**config.mk**
```make
export PLATFORM = sky130hd
export DESIGN_NAME = watchdog_index_port_timer
export DESIGN_NICKNAME = d
export VERILOG_FILES = /design/src/wdt_pkg.sv /design/src/watchdog_index_port_timer.sv /design/src/wdt_sync2.sv /design/src/wdt_tick_gen.sv
export SDC_FILE = /design/constraint.sdc
export NUM_CORES = 1
export LEC_CHECK = 0
export BUFFER_PORTS_ARGS = -buffer_cell sky130_fd_sc_hd__buf_2
export CORE_MARGIN = 2
export CORE_UTILIZATION = 55
export DETAILED_ROUTE_END_ITERATION = 7
export PLACE_DENSITY = 0.69
export SLEW_MARGIN = 20
export SYNTH_ARGS = -nofsm -noshare
export SYNTH_HDL_FRONTEND = slang
export SYNTH_HIERARCHICAL = 1
export SYNTH_SLANG_ARGS = --single-unit
```
**constraint.sdc**
```tcl
create_clock -name clk_sys -period 4.1 [get_ports clk_sys]
set_clock_uncertainty 0.05 [all_clocks]
set_input_delay 0.615 -clock clk_sys [delete_from_list [all_inputs] [get_ports clk_sys]]
set_output_delay 0.615 -clock clk_sys [all_outputs]
set_load 0.03 [all_outputs]
```
**src/wdt_pkg.sv**
```systemverilog
// Package with register map, keys, field layout and timing constants
package wdt_pkg;

  // ---------------------------------------------------------------
  // Host port addresses and keys
  // ---------------------------------------------------------------
  localparam logic [7:0] PORT_INDEX    = 8'h2E;
  localparam logic [7:0] PORT_DATA     = 8'h2F;
  localparam logic [7:0] KEY_UNLOCK    = 8'h87;
  localparam logic [7:0] KEY_LOCK      = 8'hAA;
  localparam logic [7:0] WDT_LDN       = 8'h08;

  // ---------------------------------------------------------------
  // Register indices
  // ---------------------------------------------------------------
  localparam logic [7:0] IDX_LDN_SEL   = 8'h07;
  localparam logic [7:0] IDX_ACTIVATE  = 8'h30;
  localparam logic [7:0] IDX_UNIT      = 8'hF5;
  localparam logic [7:0] IDX_COUNT     = 8'hF6;
  localparam logic [7:0] IDX_CTRL      = 8'hF7;

  // ---------------------------------------------------------------
  // Field positions and reset values
  // ---------------------------------------------------------------
  localparam int         ACT_EN_BIT    = 0;
  localparam int         UNIT_MIN_BIT  = 3;
  localparam int         UNIT_FAST_BIT = 4;
  localparam int         CTRL_MS_BIT   = 7;
  localparam int         CTRL_KB_BIT   = 6;
  localparam int         CTRL_FORCE_BIT = 5;
  localparam int         CTRL_STAT_BIT = 4;
  localparam logic [7:0] RST_BYTE      = 8'h00;

  // ---------------------------------------------------------------
  // Timing
  // ---------------------------------------------------------------
  localparam int         CLK_HZ        = 125_000_000;
  localparam int         TICK_MS       = 1;
  localparam int         MS_CYCLES     = CLK_HZ / 1000 * TICK_MS;
  localparam int         MS_PER_SEC    = 1000;
  localparam int         SEC_PER_MIN   = 60;
  localparam int         FAST_DIV      = 1000;

  // Host I/O cycle carrier
  typedef struct packed {
    logic       wr;
    logic       rd;
    logic [7:0] addr;
    logic [7:0] data;
  } io_req_s;

  typedef enum logic [1:0] {
    LK_LOCKED,
    LK_HALF,
    LK_OPEN
  } lock_e;

endpackage : wdt_pkg

```
**src/watchdog_index_port_timer.sv**
```systemverilog
// Watchdog timer behind an index/data host I/O port pair
//
// Overview of operation
// - Two host I/O addresses: index port takes register index, next one data.
// - Two successive unlock key writes to index port open configuration.
// - Lock key written to index port returns interface to locked.
// - Device-select register holding watchdog number maps watchdog registers.
// - Activation bit enables watchdog; disabled out of reset.
// - Unit bit chooses seconds when clear, minutes when set.
// - Fast bit makes each count a thousandth of a second or minute.
// - Count zero stops timer; one to maximum sets timeout length.
// - Count elapsing without reload or strobe asserts the timeout output.
// - Any count register write restarts countdown from new value.
// - Keyboard strobe enable bit lets keyboard activity reload timer.
// - Force bit gives immediate timeout and clears itself.
// - Readable status bit shows one after timeout.
// - Mouse strobe enable bit lets mouse activity reload timer.
`timescale 1ns/1ns
module watchdog_index_port_timer #(
  parameter int MS_CYC = wdt_pkg::MS_CYCLES
) (
  input  wire logic            clk_sys,
  input  wire logic            reset_n,
  input  wire wdt_pkg::io_req_s io_req,
  input  wire logic            kbd_activity,
  input  wire logic            mouse_activity,
  output logic [7:0]           io_rdata,
  output logic                 io_rvalid,
  output logic                 wdt_timeout
);
  import wdt_pkg::*;

  // Watchdog-set decode shared by the write strobes below
  function automatic logic wdt_hit(input logic       sel,
                                   input logic [7:0] idx,
                                   input logic [7:0] want);
    return sel && (idx == want);
  endfunction : wdt_hit

  // ---------------------------------------------------------------
  // Activity inputs arrive from outside the clock domain
  // ---------------------------------------------------------------
  logic kbd_s, mouse_s, kbd_d_reg, mouse_d_reg;
  logic kbd_edge, mouse_edge;

  wdt_sync2 u_kbd_sync (
    .clk_sys (clk_sys),
    .reset_n (reset_n),
    .d       (kbd_activity),
    .q       (kbd_s)
  );

  wdt_sync2 u_mouse_sync (
    .clk_sys (clk_sys),
    .reset_n (reset_n),
    .d       (mouse_activity),
    .q       (mouse_s)
  );

  // Edge detectors look only at synchronised levels
  // Reset value matches the idle low pin, so no false strobe after reset
  always_ff @(posedge clk_sys or negedge reset_n) begin
    if (!reset_n) begin
      kbd_d_reg   <= 1'b0;
      mouse_d_reg <= 1'b0;
    end else begin
      kbd_d_reg   <= kbd_s;
      mouse_d_reg <= mouse_s;
    end
  end

  assign kbd_edge   = kbd_s & ~kbd_d_reg;
  assign mouse_edge = mouse_s & ~mouse_d_reg;

  // ---------------------------------------------------------------
  // Key sequencer and index register
  // ---------------------------------------------------------------
  lock_e      lock_reg, lock_next;
  logic [7:0] index_reg, index_next;
  logic       idx_wr, dat_wr, dat_rd;

  // Any other host address is simply ignored
  assign idx_wr = io_req.wr && io_req.addr == PORT_INDEX;
  assign dat_wr = io_req.wr && io_req.addr == PORT_DATA;
  assign dat_rd = io_req.rd && io_req.addr == PORT_DATA;

  // While locked, index writes only feed the key detector
  always_comb begin
    lock_next  = lock_reg;
    index_next = index_reg;
    if (idx_wr) begin
      case (lock_reg)
        LK_LOCKED: begin
          if (io_req.data == KEY_UNLOCK) begin
            lock_next = LK_HALF;
          end
        end
        LK_HALF: begin
          // Second key must follow at once, else start over
          lock_next = (io_req.data == KEY_UNLOCK) ? LK_OPEN : LK_LOCKED;
        end
        LK_OPEN: begin
          if (io_req.data == KEY_LOCK) begin
            lock_next = LK_LOCKED;
          end else begin
            index_next = io_req.data;
          end
        end
        default: begin
          lock_next = LK_LOCKED;
        end
      endcase
    end
  end

  always_ff @(posedge clk_sys or negedge reset_n) begin
    if (!reset_n) begin
      lock_reg  <= LK_LOCKED;
      index_reg <= RST_BYTE;
    end else begin
      lock_reg  <= lock_next;
      index_reg <= index_next;
    end
  end

  // ---------------------------------------------------------------
  // Configuration registers
  // ---------------------------------------------------------------
  logic [7:0] ldn_reg, ldn_next;
  logic       act_reg, act_next;
  logic       umin_reg, umin_next;
  logic       fast_reg, fast_next;
  logic [7:0] count_reg, count_next;
  logic       kben_reg, kben_next;
  logic       msen_reg, msen_next;
  logic       open, sel_wdt, cfg_wr;
  logic       count_wr, force_wr;

  // Locked data writes fall on the floor; nothing is kept for later
  assign open    = (lock_reg == LK_OPEN);
  assign cfg_wr  = dat_wr && open;
  assign sel_wdt = (ldn_reg == WDT_LDN);
  assign count_wr = cfg_wr && wdt_hit(sel_wdt, index_reg, IDX_COUNT);
  assign force_wr = cfg_wr && wdt_hit(sel_wdt, index_reg, IDX_CTRL)
                    && io_req.data[CTRL_FORCE_BIT];

  // Each watchdog register answers only when its device is selected
  always_comb begin
    ldn_next   = ldn_reg;
    act_next   = act_reg;
    umin_next  = umin_reg;
    fast_next  = fast_reg;
    count_next = count_reg;
    kben_next  = kben_reg;
    msen_next  = msen_reg;
    if (cfg_wr) begin
      if (index_reg == IDX_LDN_SEL) begin
        ldn_next = io_req.data;
      end else if (sel_wdt && index_reg == IDX_ACTIVATE) begin
        act_next = io_req.data[ACT_EN_BIT];
      end else if (sel_wdt && index_reg == IDX_UNIT) begin
        umin_next = io_req.data[UNIT_MIN_BIT];
        fast_next = io_req.data[UNIT_FAST_BIT];
      end else if (sel_wdt && index_reg == IDX_COUNT) begin
        count_next = io_req.data;
      end else if (sel_wdt && index_reg == IDX_CTRL) begin
        kben_next = io_req.data[CTRL_KB_BIT];
        msen_next = io_req.data[CTRL_MS_BIT];
      end
    end
  end

  always_ff @(posedge clk_sys or negedge reset_n) begin
    if (!reset_n) begin
      ldn_reg   <= RST_BYTE;
      act_reg   <= 1'b0;
      umin_reg  <= 1'b0;
      fast_reg  <= 1'b0;
      count_reg <= RST_BYTE;
      kben_reg  <= 1'b0;
      msen_reg  <= 1'b0;
    end else begin
      ldn_reg   <= ldn_next;
      act_reg   <= act_next;
      umin_reg  <= umin_next;
      fast_reg  <= fast_next;
      count_reg <= count_next;
      kben_reg  <= kben_next;
      msen_reg  <= msen_next;
    end
  end

  // ---------------------------------------------------------------
  // Countdown and expiry
  // ---------------------------------------------------------------
  logic [7:0] remain_reg, remain_next;
  logic       stat_reg, stat_next;
  logic       tmo_reg, tmo_next;
  logic       strobe, reload, tick;

  // Strobes count as activity only when their enable is set
  assign strobe = (kben_reg && kbd_edge) || (msen_reg && mouse_edge);
  assign reload = count_wr || strobe;

  // Divider restarts on every reload so the first unit is always whole
  wdt_tick_gen #(
    .MS_CYC (MS_CYC)
  ) u_tick (
    .clk_sys  (clk_sys),
    .reset_n  (reset_n),
    .restart  (reload),
    .unit_min (umin_reg),
    .fast     (fast_reg),
    .tick     (tick)
  );

  // A strobe reloads from the stored count; a write from the new value
  always_comb begin
    remain_next = remain_reg;
    stat_next   = stat_reg;
    if (count_wr) begin
      remain_next = io_req.data;
      stat_next   = 1'b0;
    end else if (strobe) begin
      remain_next = count_reg;
    end else if (act_reg && count_reg != RST_BYTE && tick
                 && remain_reg != RST_BYTE) begin
      remain_next = remain_reg - 8'h01;
      if (remain_reg == 8'h01) begin
        stat_next = 1'b1;
      end
    end
    // Look at the next enable so a disable write clears status at once,
    // in the same cycle as a count write would
    if (!act_next) begin
      stat_next = 1'b0;
    end
    // Force wins over any clear in the same cycle
    if (force_wr) begin
      stat_next = 1'b1;
    end
    tmo_next = stat_next;
  end

  always_ff @(posedge clk_sys or negedge reset_n) begin
    if (!reset_n) begin
      remain_reg <= RST_BYTE;
      stat_reg   <= 1'b0;
      tmo_reg    <= 1'b0;
    end else begin
      remain_reg <= remain_next;
      stat_reg   <= stat_next;
      tmo_reg    <= tmo_next;
    end
  end

  // A level, so an interrupt or reset controller can latch it at leisure
  assign wdt_timeout = tmo_reg;

  // ---------------------------------------------------------------
  // Data port read-back
  // ---------------------------------------------------------------
  logic [7:0] rdata_reg, rdata_next;
  logic       rvalid_reg, rvalid_next;

  // Reads answer even while locked, with zero data, so the host never waits
  // Force bit always reads zero since it clears itself
  always_comb begin
    rdata_next  = RST_BYTE;
    rvalid_next = dat_rd;
    if (dat_rd && open) begin
      if (index_reg == IDX_LDN_SEL) begin
        rdata_next = ldn_reg;
      end else if (sel_wdt && index_reg == IDX_ACTIVATE) begin
        rdata_next[ACT_EN_BIT] = act_reg;
      end else if (sel_wdt && index_reg == IDX_UNIT) begin
        rdata_next[UNIT_MIN_BIT]  = umin_reg;
        rdata_next[UNIT_FAST_BIT] = fast_reg;
      end else if (sel_wdt && index_reg == IDX_COUNT) begin
        rdata_next = count_reg;
      end else if (sel_wdt && index_reg == IDX_CTRL) begin
        rdata_next[CTRL_MS_BIT]   = msen_reg;
        rdata_next[CTRL_KB_BIT]   = kben_reg;
        rdata_next[CTRL_STAT_BIT] = stat_reg;
      end
    end
  end

  always_ff @(posedge clk_sys or negedge reset_n) begin
    if (!reset_n) begin
      rdata_reg  <= RST_BYTE;
      rvalid_reg <= 1'b0;
    end else begin
      rdata_reg  <= rdata_next;
      rvalid_reg <= rvalid_next;
    end
  end

  assign io_rdata  = rdata_reg;
  assign io_rvalid = rvalid_reg;

endmodule : watchdog_index_port_timer

```
**src/wdt_sync2.sv**
```systemverilog
// Two-flop synchroniser for an asynchronous level
`timescale 1ns/1ns
module wdt_sync2 (
  input  wire logic clk_sys,
  input  wire logic reset_n,
  input  wire logic d,
  output logic      q
);
  logic s1_reg, s2_reg;

  // Only the second stage is visible outside
  always_ff @(posedge clk_sys or negedge reset_n) begin
    if (!reset_n) begin
      s1_reg <= 1'b0;
      s2_reg <= 1'b0;
    end else begin
      s1_reg <= d;
      s2_reg <= s1_reg;
    end
  end

  assign q = s2_reg;

endmodule : wdt_sync2

```
**src/wdt_tick_gen.sv**
```systemverilog
// Tick divider producing a one-cycle count enable per selected unit
`timescale 1ns/1ns
module wdt_tick_gen #(
  parameter int MS_CYC = wdt_pkg::MS_CYCLES
) (
  input  wire logic clk_sys,
  input  wire logic reset_n,
  input  wire logic restart,
  input  wire logic unit_min,
  input  wire logic fast,
  output logic      tick
);
  import wdt_pkg::*;

  logic [16:0] cyc_reg, cyc_next;
  logic [9:0]  ms_reg, ms_next;
  logic [5:0]  sec_reg, sec_next;
  logic [5:0]  fm_reg, fm_next;
  logic        tick_reg, tick_next;
  logic        ms_p, sec_p, min_p, fm_p;

  // ---------------------------------------------------------------
  // Cascade: cycles -> ms -> s -> min
  // ---------------------------------------------------------------
  // Restart zeroes the chain so a reload always gets a full first unit
  always_comb begin
    cyc_next = cyc_reg + 17'h00001;
    ms_next  = ms_reg;
    sec_next = sec_reg;
    fm_next  = fm_reg;
    ms_p     = 1'b0;
    sec_p    = 1'b0;
    min_p    = 1'b0;
    fm_p     = 1'b0;
    if (cyc_reg == 17'(MS_CYC - 1)) begin
      cyc_next = '0;
      ms_p     = 1'b1;
      ms_next  = ms_reg + 10'h001;
      // Own 60 ms counter: 1000 ms is no multiple of 60, so the ms count
      // cannot mark fast minutes evenly across its wrap
      fm_next  = fm_reg + 6'h01;
      if (fm_reg == 6'(SEC_PER_MIN - 1)) begin
        fm_next = '0;
        fm_p    = 1'b1;
      end
      if (ms_reg == 10'(MS_PER_SEC - 1)) begin
        ms_next  = '0;
        sec_p    = 1'b1;
        sec_next = sec_reg + 6'h01;
        if (sec_reg == 6'(SEC_PER_MIN - 1)) begin
          sec_next = '0;
          min_p    = 1'b1;
        end
      end
    end
    // Fast mode: one ms per fast second, 60 ms per fast minute
    if (fast) begin
      tick_next = unit_min ? fm_p : ms_p;
    end else begin
      tick_next = unit_min ? min_p : sec_p;
    end
    if (restart) begin
      cyc_next  = '0;
      ms_next   = '0;
      sec_next  = '0;
      fm_next   = '0;
      tick_next = 1'b0;
    end
  end

  // Divider registers
  always_ff @(posedge clk_sys or negedge reset_n) begin
    if (!reset_n) begin
      cyc_reg  <= '0;
      ms_reg   <= '0;
      sec_reg  <= '0;
      fm_reg   <= '0;
      tick_reg <= 1'b0;
    end else begin
      cyc_reg  <= cyc_next;
      ms_reg   <= ms_next;
      sec_reg  <= sec_next;
      fm_reg   <= fm_next;
      tick_reg <= tick_next;
    end
  end

  assign tick = tick_reg;

endmodule : wdt_tick_gen
```
; ---- Yosys cells after proc, flatten, opt, wreduce, memory -nomap -nowiden
; Cells that the tools add are included.
[word_totals]
reg_bits = 95
inputBits = 22
[op_classes]
add_sub_neg = 5
eq_ne = 22
mux = 53
bitwise = 9
n_reduce_logical = 33
[op_table]
columns = cell, count
row1 = $mux 6, 7
row2 = $eq 8x8->1 const B, 5
row3 = $mux 8, 5
row4 = $mux 17, 2
row5 = $mux 10, 3
row6 = $mux 1, 25
row7 = $eq 8x6->1 const B, 3
row8 = $add 17x1->17 const B, 1
row9 = $eq 17x17->1 const B, 1
row10 = $logic_and 1x1->1, 17
row11 = $reduce_bool 8->1, 2
row12 = $add 6x1->6 const B, 2
row13 = $eq 6x6->1 const B, 2
row14 = $mux 2, 6
row15 = $add 10x1->10 const B, 1
row16 = $eq 10x10->1 const B, 1
row17 = $reduce_and 3->1, 3
row18 = $eq 8x1->1 const B, 1
row19 = $eq 8x3->1 const B, 1
row20 = $eq 8x4->1 const B, 1
row21 = $ne 4x1->1 const B, 2
row22 = $sub 8x1->8 const B, 1
row23 = $mux 7, 1
row24 = $not 1->1, 7
row25 = 17 further kinds, 22

; ---- Depth between registers and ports, before layout
; Gate-level depths: netlist (run 1).
[logic_depth]
ltp_word = 9
ltp_mapped = 12

; ---- Modules after synthesis
; The synthesis (run 1) kept the hierarchy.
[by_module_without_submodules]
columns = mod, instances, cells_per_inst, area_each_um2
row1 = watchdog_index_port_timer, 1, 225, 2587.5
row2 = wdt_tick_gen, 1, 232, 2234.6
row3 = wdt_sync2, 2, 2, 50.0

; ---- Worst setup path before layout (run 1)
; OpenSTA, ideal clock, no wires.
[synth_path]
path_type = input -> register
from = in io_req[12] in the netlist's numbering
to = reg u_tick.sec_reg[2]
setup_time_ns = 0.120
t_arrival_ns = 2.315
required_ns = 3.930
setup_slack_ns = 1.615
stages = 11
path_buffers = 3
cell_sequence = and4b_1 and4b_1 nand3_2 clkbuf_1 nand2_1 clkbuf_1 inv_1 clkbuf_1 nand2_1 a41oi_1 a41o_1
[synth_via]
elab_chain_cells = 7
[synth_lines]
columns = element, line
row1 = "start, declared", watchdog_index_port_timer.sv:24  ; input wire wdt_pkg::io_req_s io_req,
row2 = $eq 8x6->1 (*), watchdog_index_port_timer.sv:84  ; assign dat_wr = io_req.wr && io_req.addr == PORT_DATA;
row3 = $logic_and 1x1->1 (*), watchdog_index_port_timer.sv:84
row4 = $logic_and 1x1->1 (*), watchdog_index_port_timer.sv:141  ; assign cfg_wr = dat_wr && open;
row5 = $logic_and 1x1->1 (*), watchdog_index_port_timer.sv:143  ; assign count_wr = cfg_wr && wdt_hit(sel_wdt, index_reg, IDX_COUNT);
row6 = $logic_or 1x1->1 (*), watchdog_index_port_timer.sv:203  ; assign reload = count_wr || strobe;
row7 = named net reload, watchdog_index_port_timer.sv:199  ; logic strobe, reload, tick;
row8 = $reduce_bool 2->1 (no line), -
row9 = $reduce_and 2->1 (no line), -
row10 = "end signal, assigned", wdt_tick_gen.sv:82  ; sec_reg <= sec_next;
row11 = "end, declared", wdt_tick_gen.sv:17  ; logic [5:0] sec_reg, sec_next;
; Mark *: on every way through the listed nets, which the timed path passes. The rest lies on a longest branch.
; A chain may end at the register's enable or synchronous reset.

; ---- Worst setup path in the final report (run 1)
[layout_path]
from = reg ldn_reg[1]
to = reg u_tick.cyc_reg[5]
[layout_via]
elab_chain_cells = 5
[layout_lines]
columns = element, line
row1 = "start, declared", watchdog_index_port_timer.sv:129  ; logic [7:0] ldn_reg, ldn_next;
row2 = "start signal, assigned", watchdog_index_port_timer.sv:183  ; ldn_reg <= ldn_next;
row3 = $eq 8x4->1, watchdog_index_port_timer.sv:142  ; assign sel_wdt = (ldn_reg == WDT_LDN);
row4 = $logic_and 1x1->1, watchdog_index_port_timer.sv:37  ; return sel && (idx == want);
row5 = $logic_and 1x1->1, watchdog_index_port_timer.sv:143
row6 = $logic_or 1x1->1, watchdog_index_port_timer.sv:203
row7 = named net reload, watchdog_index_port_timer.sv:199
row8 = $mux 17, wdt_tick_gen.sv:62  ; if (restart) begin
row9 = named net u_tick.cyc_next[5], wdt_tick_gen.sv:15  ; logic [16:0] cyc_reg, cyc_next;
row10 = "end signal, assigned", wdt_tick_gen.sv:80  ; cyc_reg <= cyc_next;
row11 = "end, declared", wdt_tick_gen.sv:15
; The timed path passes the listed nets, and every way through them passes these cells.

==> impl_metrics.env, run 1 <==
export IMPL_rows=34
export IMPL_layout_cells_non_filler=607
export IMPL_ir_drop_mv=0.203
export IMPL_place_ws_ns=1.21
export IMPL_ctsHoldBuffers=0
export IMPL_holdPathEnd="u_mouse_sync/s1_reg$_DFF_PN0_"
export IMPL_routed_wl_um=11100
export IMPL_grt_pass1_wl_um=19000
export IMPL_ant_nets=0
export IMPL_synth_main_ff_cell="dfrtp_1"
export IMPL_hold_start="mouse_activity"
export IMPL_max_freq_mhz=343
export IMPL_clock_latency_ns=0.37
export IMPL_final_setup_viol_count=0
export IMPL_arrival_ns=3.08
export IMPL_cts_root_buf="clkbuf_8"
export IMPL_p_per_area_mw_per_mm2=325
export IMPL_busiest_layer="met1"
export IMPL_initial_utilization=0.564
export IMPL_coreArea_mm2=0.00872
export IMPL_gp_congestion=0.845
export IMPL_htreeDepth=3
export IMPL_cts_tree="built"
export IMPL_final_nets=523
export IMPL_met2_usage=0.358
export IMPL_synth_area_top_cells="dfrtp_1 (48%), mux2_2 (7.8%), nor2_1 (3.4%)"
export IMPL_worst_pin_slew_ns=0.988
export IMPL_p_leak_nw=2.44
export IMPL_syn_area_per_cell_um2=10.7
export IMPL_cts_sinks=95
export IMPL_use_met1=0.373
export IMPL_die_y_um=98.6
export IMPL_area_delta_synth_final_pct=10.9
export IMPL_ys_seq_elements=95
export IMPL_required_ns=4.27
export IMPL_grt_pass1_vias=3848
export IMPL_grtUsageTotal=0.241
export IMPL_drtIter0Drc=365
export IMPL_dpl_hpwl_um=7630
export IMPL_reg2reg_depth=9
export IMPL_grt_ovfl_total=0
export IMPL_antenna_found_initial=0
export IMPL_numPortBuffers=31
export IMPL_ys_seq_area_frac=0.483
export IMPL_reg2reg_from="ldn_reg[1]$_DFFE_PN0P_"
export IMPL_syn_inst=461
export IMPL_ios=32
export IMPL_vias=3863
export IMPL_syn_num_nets=489
export IMPL_r2r_end="u_tick/cyc_reg[5]$_DFF_PN0_"
export IMPL_die_width_um=98.6
export IMPL_finalHoldViolCount=0
export IMPL_synthDistinctLibCells=70
export IMPL_cts_buffers=9
export IMPL_grtUsageMet3=0.0291
export IMPL_max_slew_margin_rel=0.341
export IMPL_worst_setup_path_type="flop to flop"
export IMPL_ys_warn_count=6
export IMPL_min_path_type="input pin to flop"
export IMPL_syn_area_mm2=0.00492
export IMPL_via_per_inst=6.36
export IMPL_drt_pass1_iter_count=7
export IMPL_final_max_slew_viol_count=0
export IMPL_cts_resized=0
export IMPL_hold_path_depth=1
export IMPL_synth_edf_count=0
export IMPL_wl_per_cell_um=18.3
export IMPL_cp_end_kind="flop"
export IMPL_finalCriticalPeriod_ns=2.92
export IMPL_synthArstFlopShare=1.00
export IMPL_post_cts_buffers=0
export IMPL_yosysTopAreaCellShare=0.483
export IMPL_max_clock_path_buffers=2
export IMPL_finalSetupTns_ns=0
export IMPL_status="finished, final reports clean"
export IMPL_dp_cells=592
export IMPL_largest_reg_flops=17
export IMPL_die_area_mm2=0.00972
export IMPL_rsz0062_at_grt="no"
export IMPL_drc=0
export IMPL_grt_start_max_net_pins=79
export IMPL_reg2reg_slack_ns=1.18
export IMPL_finalWorstSetupSlack_ns=1.18
export IMPL_yosysTopAreaCell="dfrtp_1"
export IMPL_worst_setup_path_start_kind="flop"
export IMPL_antennaDiodeCount=0
export IMPL_drive_above_1_share=0.222
export IMPL_path_clk_slew_ns=0.09
export IMPL_maxCapViolCount=0
export IMPL_crit_fanout=26
export IMPL_fin_crit_sh=0.711
-- where the power goes --
part | leakage, nW | internal (mW) | switching [mW]
clock network | 0.129 | 0.464 | 0.328
registers | 1.27 | 0.939 | 0.000930
logic | 1.03 | 0.0115 | 0.0323
-- metal layers --
metal | share of wire | vias to the layer above
met2 | 0.46 | 96
met4 | 0.012 | 0
li1 | - | 1824
met3 | 0.043 | 13
met1 | 0.49 | 1930
met5 | 0 | -
-- per-stage QoR --
| step | utilization | area [um2] | hold slack, ns | power [mW] |
|---|---|---|---|---|
| finish | 0.626 | 5460 | 0.304 | 1.78 |
| global route | 0.626 | 5460 | 0.292 | 1.83 |
| CTS | 0.626 | 5460 | 0.294 | 1.79 |
| detailed placement | 0.596 | 5200 | 0.290 | 1.00 |
| global placement | 0.596 | 5200 | 0.289 | 1.00 |
| floorplan | - | 4920 | 0.269 | 0.964 |
-- placed cells by master (no fill, tap or decap), types with 7 or more instances in the layout --
| cell type | instances |
|---|---|
| a31oi_1 | 9 |
| xnor2_1 | 10 |
| nor2_1 | 44 |
| clkbuf_8 | 9 |
| nand4_1 | 9 |
| nand2_1 | 25 |
| a311oi_1 | 7 |
| dfrtp_1 | 95 |
| nor3_1 | 10 |
| o21ai_0 | 8 |
| mux2_2 | 34 |
| and3_1 | 10 |
| nand3_1 | 20 |
| buf_2 | 30 |
| nor4_1 | 10 |
| a21oi_1 | 14 |
| inv_1 | 15 |
-- synthesized netlist by cell type (4+ instances only) --
| library cell | count |
|---|---|
| dfrtp_1 | 95 |
| nor2_1 | 45 |
| mux2_2 | 34 |
| nand2_1 | 25 |
| nand3_1 | 20 |
| inv_1 | 15 |
| a21oi_1 | 14 |
| and3_1 | 10 |
| nor3_1 | 10 |
| nor4_1 | 10 |
| xnor2_1 | 10 |
| a31oi_1 | 9 |
| nand4_1 | 9 |
| clkbuf_1 | 8 |
| o21ai_0 | 8 |
| a311oi_1 | 7 |
| a22oi_1 | 6 |
| a41oi_1 | 6 |
| ha_1 | 6 |
| xor2_1 | 6 |
| buf_2 | 5 |
| nor2b_1 | 5 |
| a21o_1 | 4 |
| a31o_2 | 4 |
| o31ai_1 | 4 |
| or2_2 | 4 |
| or3_1 | 4 |
| or4_1 | 4 |
-- logic make-up (layout without fill, tap and decap cells) --
| family | after synthesis | count (layout) | synth area share |
|---|---|---|---|
| xor+xnor | 16 | 16 | 0.0285 |
| compound gates | 91 | 91 | 0.139 |
| mux | 37 | 37 | 0.0841 |
| flops | 95 | 95 | 0.483 |
| simple gates | 188 | 188 | 0.228 |
| fa+ha+maj | 6 | 6 | 0.0153 |
| buf+inv | 28 | 66 | 0.0226 |
-- worst max-delay path, cell delays in order, from the launching register on --
cell and delay (ns):
dfrtp_1 0.41, nor4b_2 0.39, and4_1 0.49, nand3_2 0.10, buf_4 0.23, nand2_1 0.09
buf_4 0.28, inv_1 0.27, o21ai_2 0.32, nor2_1 0.11
-- layout make-up --
type                       instances  area [um2]
clock inverter                     6         134
timing repair buffer              36         195
fill                             741        3260
tap                              108         135
multi-input combinational        338        2440
sequential                        95        2380
clock buffer                       9         124
inverter                          15        56.3
-- worst max path at each step --
stage / startpoint / to / slack (ns)
2_1_floorplan: io_req[12] / u_tick/sec_reg[2]$_DFFE_PN0P_ / 1.61
3_3_place_gp: io_req[12] / u_tick/cyc_reg[13]$_DFF_PN0_ / 1.27
3_5_place_dp: io_req[12] / u_tick/cyc_reg[5]$_DFF_PN0_ / 1.21
4_1_cts: ldn_reg[1]$_DFFE_PN0P_ / u_tick/cyc_reg[5]$_DFF_PN0_ / 1.19
5_1_grt: ldn_reg[1]$_DFFE_PN0P_ / u_tick/cyc_reg[5]$_DFF_PN0_ / 0.99
6_report: ldn_reg[1]$_DFFE_PN0P_ / u_tick/cyc_reg[5]$_DFF_PN0_ / 1.18
Power figures use the tool's default switching activity.
==> inputs of run 2 (changes only) <==
Settings changed: PLACE_DENSITY 0.69 to 0.72.
Clock period 4.1 ns to 2.34 ns, I/O delays scaled along.
==> run 2 against run 1 <==
  * Sequential power is 76% higher
  * Final cell count rose by 2.8%
  * Register-to-register slack worse by 1.1 ns
  * Maximum frequency up 30%
  * Sequential share of layout area is 0.41 points lower
==> impl_metrics.env, run 2 (synthesis results as in run 1) <==
export IMPL_status="finished, final reports clean"
export IMPL_pwr_share_clk=0.366
export IMPL_vias=3994
export IMPL_die_y_um=98.6
export IMPL_final_setup_viol_count=0
export IMPL_grt_pass1_wl_um=19200
export IMPL_p_per_area_mw_per_mm2=496
export IMPL_utilization=0.632
export IMPL_placed_cell_area_mm2=0.00532
export IMPL_switching_power_uw=619
export IMPL_seq_power_share=0.603
export IMPL_drt_pass1_iter_count=5
export IMPL_gp_congestion=0.868
export IMPL_finalWorstSetupSlack_ns=0.101
export IMPL_via_per_inst=6.40
export IMPL_worst_setup_path_start_kind="flop"
export IMPL_crit_path_max_incr_delay_ns=0.57
export IMPL_final_nets=539
export IMPL_max_freq_mhz=447
export IMPL_dr_wl_met3_um=678
export IMPL_reg2reg_from="u_tick/cyc_reg[8]$_DFF_PN0_"
export IMPL_area_delta_synth_final_pct=11.9
export IMPL_max_clock_path_buffers=2
export IMPL_grtUsageTotal=0.243
export IMPL_cts_sinks=95
export IMPL_path_clk_slew_ns=0.09
export IMPL_cp_cell_sequence="or4b_4 -> or3_4 -> or4_1 -> a21oi_1"
export IMPL_top_layer="met4"
export IMPL_rows=34
export IMPL_routed_wl_um=11500
export IMPL_finalHoldViolCount=0
export IMPL_min_path_type="input pin to flop"
export IMPL_drc=0
export IMPL_die_area_mm2=0.00972
export IMPL_power_total_mw=2.73
export IMPL_die_width_um=98.6
export IMPL_max_slew_margin_rel=0.570
export IMPL_numPortBuffers=31
export IMPL_required_ns=2.58
export IMPL_reg2reg_slack_ns=0.10
export IMPL_ir_drop_mv=0.312
export IMPL_clock_latency_ns=0.36
export IMPL_maxCapViolCount=0
export IMPL_switching_share=0.227
export IMPL_holdPathEnd="u_mouse_sync/s1_reg$_DFF_PN0_"
export IMPL_finalSetupTns_ns=0
export IMPL_dp_cells=607
export IMPL_fin_crit_sh=0.957
export IMPL_grt_pass1_vias=3861
export IMPL_holdWs_ns=0.0457
export IMPL_initial_utilization=0.564
export IMPL_layout_cells_non_filler=624
export IMPL_p_leak_nw=2.48
export IMPL_cts_buffers=9
export IMPL_cts_tree="built"
export IMPL_ant_nets=0
export IMPL_largest_reg_flops=17
export IMPL_drive_above_1_share=0.240
export IMPL_htreeDepth=3
export IMPL_antenna_found_initial=0
export IMPL_antennaDiodeCount=0
export IMPL_worst_pin_slew_ns=0.645
export IMPL_cts_resized=0
export IMPL_rsz0062_at_grt="no"
export IMPL_coreArea_mm2=0.00872
export IMPL_ios=32
export IMPL_hold_start="mouse_activity"
export IMPL_finalCriticalPeriod_ns=2.24
export IMPL_worstSetupStartpoint="u_tick/cyc_reg[8]$_DFF_PN0_"
export IMPL_cts_root_buf="clkbuf_8"
export IMPL_cp_end_kind="flop"
export IMPL_worst_setup_path_type="flop to flop"
export IMPL_hold_path_depth=1
export IMPL_p_int_mw=2.11
export IMPL_wl_per_cell_um=18.4
export IMPL_grt_start_max_net_pins=51
export IMPL_ctsHoldBuffers=1
export IMPL_dpl_hpwl_um=8060
export IMPL_arrival_ns=2.48
export IMPL_post_route_cell_area_mm2=0.00551
export IMPL_final_common_cell="dfrtp_1"
export IMPL_reg2reg_depth=4
export IMPL_route_met2_wl_um=5180
export IMPL_final_max_slew_viol_count=0
export IMPL_drtIter0Drc=279
export IMPL_final_cell_mix="dfrtp_1 (95), nor2_1 (45), mux2_2 (34), buf_2 (30), nand2_1 (25)"
export IMPL_comb_power_share=0.031
export IMPL_grt_ovfl_total=0
export IMPL_met1_length_um=5440
export IMPL_r2r_end="u_tick/ms_reg[0]$_DFFE_PN0P_"
export IMPL_cp_slowest_cell="or4b_4"
export IMPL_crit_fanout=13
export IMPL_place_ws_ns=0.126
export IMPL_post_cts_buffers=0
run 2: final cells by class:
| type | count | area [um2] |
|---|---|---|
| Timing Repair Buffer | 52 | 330 |
| Inverter | 15 | 56.3 |
| Fill cell | 710 | 3210 |
| Tap cell | 108 | 135 |
| Clock inverter | 3 | 17.5 |
| Multi-Input combinational cell | 338 | 2430 |
| Sequential cell | 95 | 2380 |
| Clock buffer | 13 | 159 |
run 2: power groups by stage:
stage | registers (mW) | clock network [mW] | logic, mW
after floorplan | 1.68 | 0 | 0.00892
after global placement | 1.68 | 0 | 0.0835
after detailed placement | 1.68 | 0 | 0.0851
after CTS | 1.65 | 1.02 | 0.0865
after global routing | 1.65 | 1.08 | 0.0967
final | 1.65 | 1.00 | 0.0851
run 2: worst max-delay path by stage:
stage | endpoint | slack [ns] | cells past startpoint
floorplan | u_tick/sec_reg[2]$_DFFE_PN0P_ | 0.02 | 12
global placement | u_tick/ms_reg[0]$_DFFE_PN0P_ | 0.16 | 4
detailed placement | u_tick/ms_reg[0]$_DFFE_PN0P_ | 0.13 | 4
CTS | u_tick/ms_reg[0]$_DFFE_PN0P_ | 0.11 | 4
global route | remain_reg[2]$_DFFE_PN0P_ | 0.05 | 7
finish | u_tick/ms_reg[0]$_DFFE_PN0P_ | 0.10 | 4
run 2: critical path, delay by kind of cell, from the launching register on:
kind	cells	cell delay, ns
AND/OR/NAND/NOR	3	1.53
AO/OA/AOI/OAI	1	0.16
flip-flops	1	0.43
run 2: metal layers:
metal  global-route usage  up-vias
li1                     -     1856
met5                    0        -
met3               0.0418       17
met4               0.0811        0
met1                0.365     1986
met2                0.361      135
==> inputs of run 3 (changes only) <==
Settings changed: PLACE_DENSITY 0.72 to 0.76.
==> run 3 against run 2 <==
  * The run now ends with hold timing left
  * Die area stayed put
  * Worst hold slack lost 0.068 ns
  * Total power increased by 12%
  * Count of clock-buffer cells in the layout is 3 lower
  * Final cell count down 0.96%
  * Sequential cell count unchanged
  * Setup slack gained 0.013 ns
  * Critical path depth stayed put
  * Sequential share of layout area shrank 0.22 points
  * Critical endpoint unchanged
  * Largest power group unchanged
  * Highest routed layer unchanged
==> impl_metrics.env, run 3 (synthesis results as in run 1) <==
export IMPL_max_freq_mhz=449
export IMPL_ctsHoldBuffers=0
export IMPL_worst_setup_path_start_kind="flop"
export IMPL_path_clk_slew_ns=0.09
export IMPL_final_cell_mix="dfrtp_1 (95), nor2_1 (45), mux2_2 (34), buf_2 (30), nand2_1 (25)"
export IMPL_arrival_ns=2.47
export IMPL_die_width_um=98.6
export IMPL_final_common_cell="dfrtp_1"
export IMPL_status="complete, but fails checks"
export IMPL_finalSetupTns_ns=0
export IMPL_power_total_mw=3.07
export IMPL_via_per_inst=6.37
export IMPL_drt_pass1_iter_count=6
export IMPL_largest_reg_flops=17
export IMPL_final_setup_viol_count=0
export IMPL_maxCapViolCount=0
export IMPL_cts_root_buf="clkbuf_8"
export IMPL_cts_buffers=9
export IMPL_max_clock_path_buffers=2
export IMPL_vias=3936
export IMPL_worst_setup_path_type="flop to flop"
export IMPL_p_per_area_mw_per_mm2=554
export IMPL_initial_utilization=0.564
export IMPL_antennaDiodeCount=0
export IMPL_comb_power_share=0.027
export IMPL_ir_drop_mv=0.426
export IMPL_grtUsageMet3=0.0255
export IMPL_area_delta_synth_final_pct=12.5
export IMPL_final_nets=533
export IMPL_grtUsageTotal=0.243
export IMPL_reg2reg_slack_ns=0.11
export IMPL_gp_congestion=0.864
export IMPL_cts_sinks=95
export IMPL_dp_cells=602
export IMPL_ant_nets=0
export IMPL_seq_power_share=0.537
export IMPL_p_int_mw=2.41
export IMPL_crit_fanout=13
export IMPL_worst_pin_slew_ns=0.718
export IMPL_grt_pass1_wl_um=19000
export IMPL_pwr_share_clk=0.436
export IMPL_p_leak_nw=2.49
export IMPL_clock_latency_ns=0.37
export IMPL_reg2reg_from="u_tick/cyc_reg[8]$_DFF_PN0_"
export IMPL_switching_share=0.213
export IMPL_cts_resized=0
export IMPL_fin_crit_sh=0.951
export IMPL_dpl_hpwl_um=7790
export IMPL_final_max_slew_viol_count=0
export IMPL_use_met1=0.361
export IMPL_die_area_mm2=0.00972
export IMPL_utilization=0.635
export IMPL_required_ns=2.58
export IMPL_r2r_end="u_tick/ms_reg[0]$_DFFE_PN0P_"
export IMPL_layout_cells_non_filler=618
export IMPL_drive_above_1_share=0.237
export IMPL_drc=0
export IMPL_grt_pass1_vias=3887
export IMPL_coreArea_mm2=0.00872
export IMPL_switching_power_uw=655
export IMPL_die_y_um=98.6
export IMPL_cts_tree="built"
export IMPL_busiest_layer="met2"
export IMPL_wl_per_cell_um=18.4
export IMPL_htreeDepth=3
export IMPL_rsz0062_at_grt="no"
export IMPL_drtIter0Drc=230
export IMPL_numPortBuffers=31
export IMPL_grt_ovfl_total=0
export IMPL_reg2reg_depth=4
export IMPL_routed_wl_um=11400
export IMPL_max_slew_margin_rel=0.522
export IMPL_grt_start_max_net_pins=56
export IMPL_rows=34
export IMPL_finalCriticalPeriod_ns=2.23
export IMPL_met2_usage=0.380
export IMPL_min_path_type="input pin to asynchronous set/reset pin"
export IMPL_holdWs_ns=-0.0225
export IMPL_ios=32
export IMPL_cp_end_kind="flop"
export IMPL_post_cts_buffers=0
export IMPL_antenna_found_initial=0
export IMPL_violations="hold timing"
export IMPL_finalHoldViolCount=15
export IMPL_fill_cells=699
run 3: cell types whose count changed in the layout (fill, tap and decap cells not counted), sizes merged:
cell         before  now
clkinv            2    1
inv              15   16
buf              51   46
dlygate4sd3       1    0
bufinv            0    3
clkbuf           13   10
run 3: worst max-delay path by stage:
| stage | from | to | slack (ns) | cells past startpoint |
|---|---|---|---|---|
| after floorplan | ldn_reg[1]$_DFFE_PN0P_ | u_tick/sec_reg[2]$_DFFE_PN0P_ | 0.02 | 12 |
| after global placement | u_tick/cyc_reg[8]$_DFF_PN0_ | u_tick/ms_reg[0]$_DFFE_PN0P_ | 0.16 | 4 |
| after detailed placement | u_tick/cyc_reg[8]$_DFF_PN0_ | u_tick/ms_reg[0]$_DFFE_PN0P_ | 0.13 | 4 |
| after CTS | u_tick/cyc_reg[8]$_DFF_PN0_ | u_tick/ms_reg[0]$_DFFE_PN0P_ | 0.11 | 4 |
| after global routing | u_tick/cyc_reg[8]$_DFF_PN0_ | u_tick/ms_reg[0]$_DFFE_PN0P_ | 0.04 | 4 |
| final | u_tick/cyc_reg[8]$_DFF_PN0_ | u_tick/ms_reg[0]$_DFFE_PN0P_ | 0.11 | 4 |
run 3: layout make-up:
| type | count | area [um2] | share of cell area |
|---|---|---|---|
| Clock buffer | 10 | 138 | 0.0249 |
| Clock inverter | 6 | 115 | 0.0208 |
| Inverter | 15 | 56.3 | 0.0102 |
| Tap cell | 108 | 135 | 0.0244 |
| Timing Repair Buffer | 46 | 283 | 0.0511 |
| Multi-Input combinational cell | 338 | 2430 | 0.439 |
| Sequential cell | 95 | 2380 | 0.429 |
run 3: critical path: stages (launching register included):
cell and delay, ns:
dfrtp_1 0.42, or4b_4 0.57, or3_4 0.47, or4_1 0.50
a21oi_1 0.15
run 3: per-layer routing:
metal | part of all wire | wire length [um]
met4 | 0.011 | 123
met2 | 0.47 | 5350
met1 | 0.47 | 5370
met5 | 0 | 0
met3 | 0.044 | 504
run 3: through the flow:
step	setup WS [ns]	area [um2]
global placement	0.164	5290
finish	0.114	5540
global route	0.0392	5540
CTS	0.110	5540
floorplan	0.0187	4920
detailed placement	0.130	5290
run 3: power by group through the flow:
stage          clock network [mW]  registers, mW  logic, mW
5_1_grt                      1.42           1.65     0.0946
3_5_place_dp                    0           1.68     0.0857
3_3_place_gp                    0           1.68     0.0836
6_report                     1.34           1.65     0.0842
4_1_cts                      1.35           1.65     0.0857
2_1_floorplan                   0           1.68    0.00892
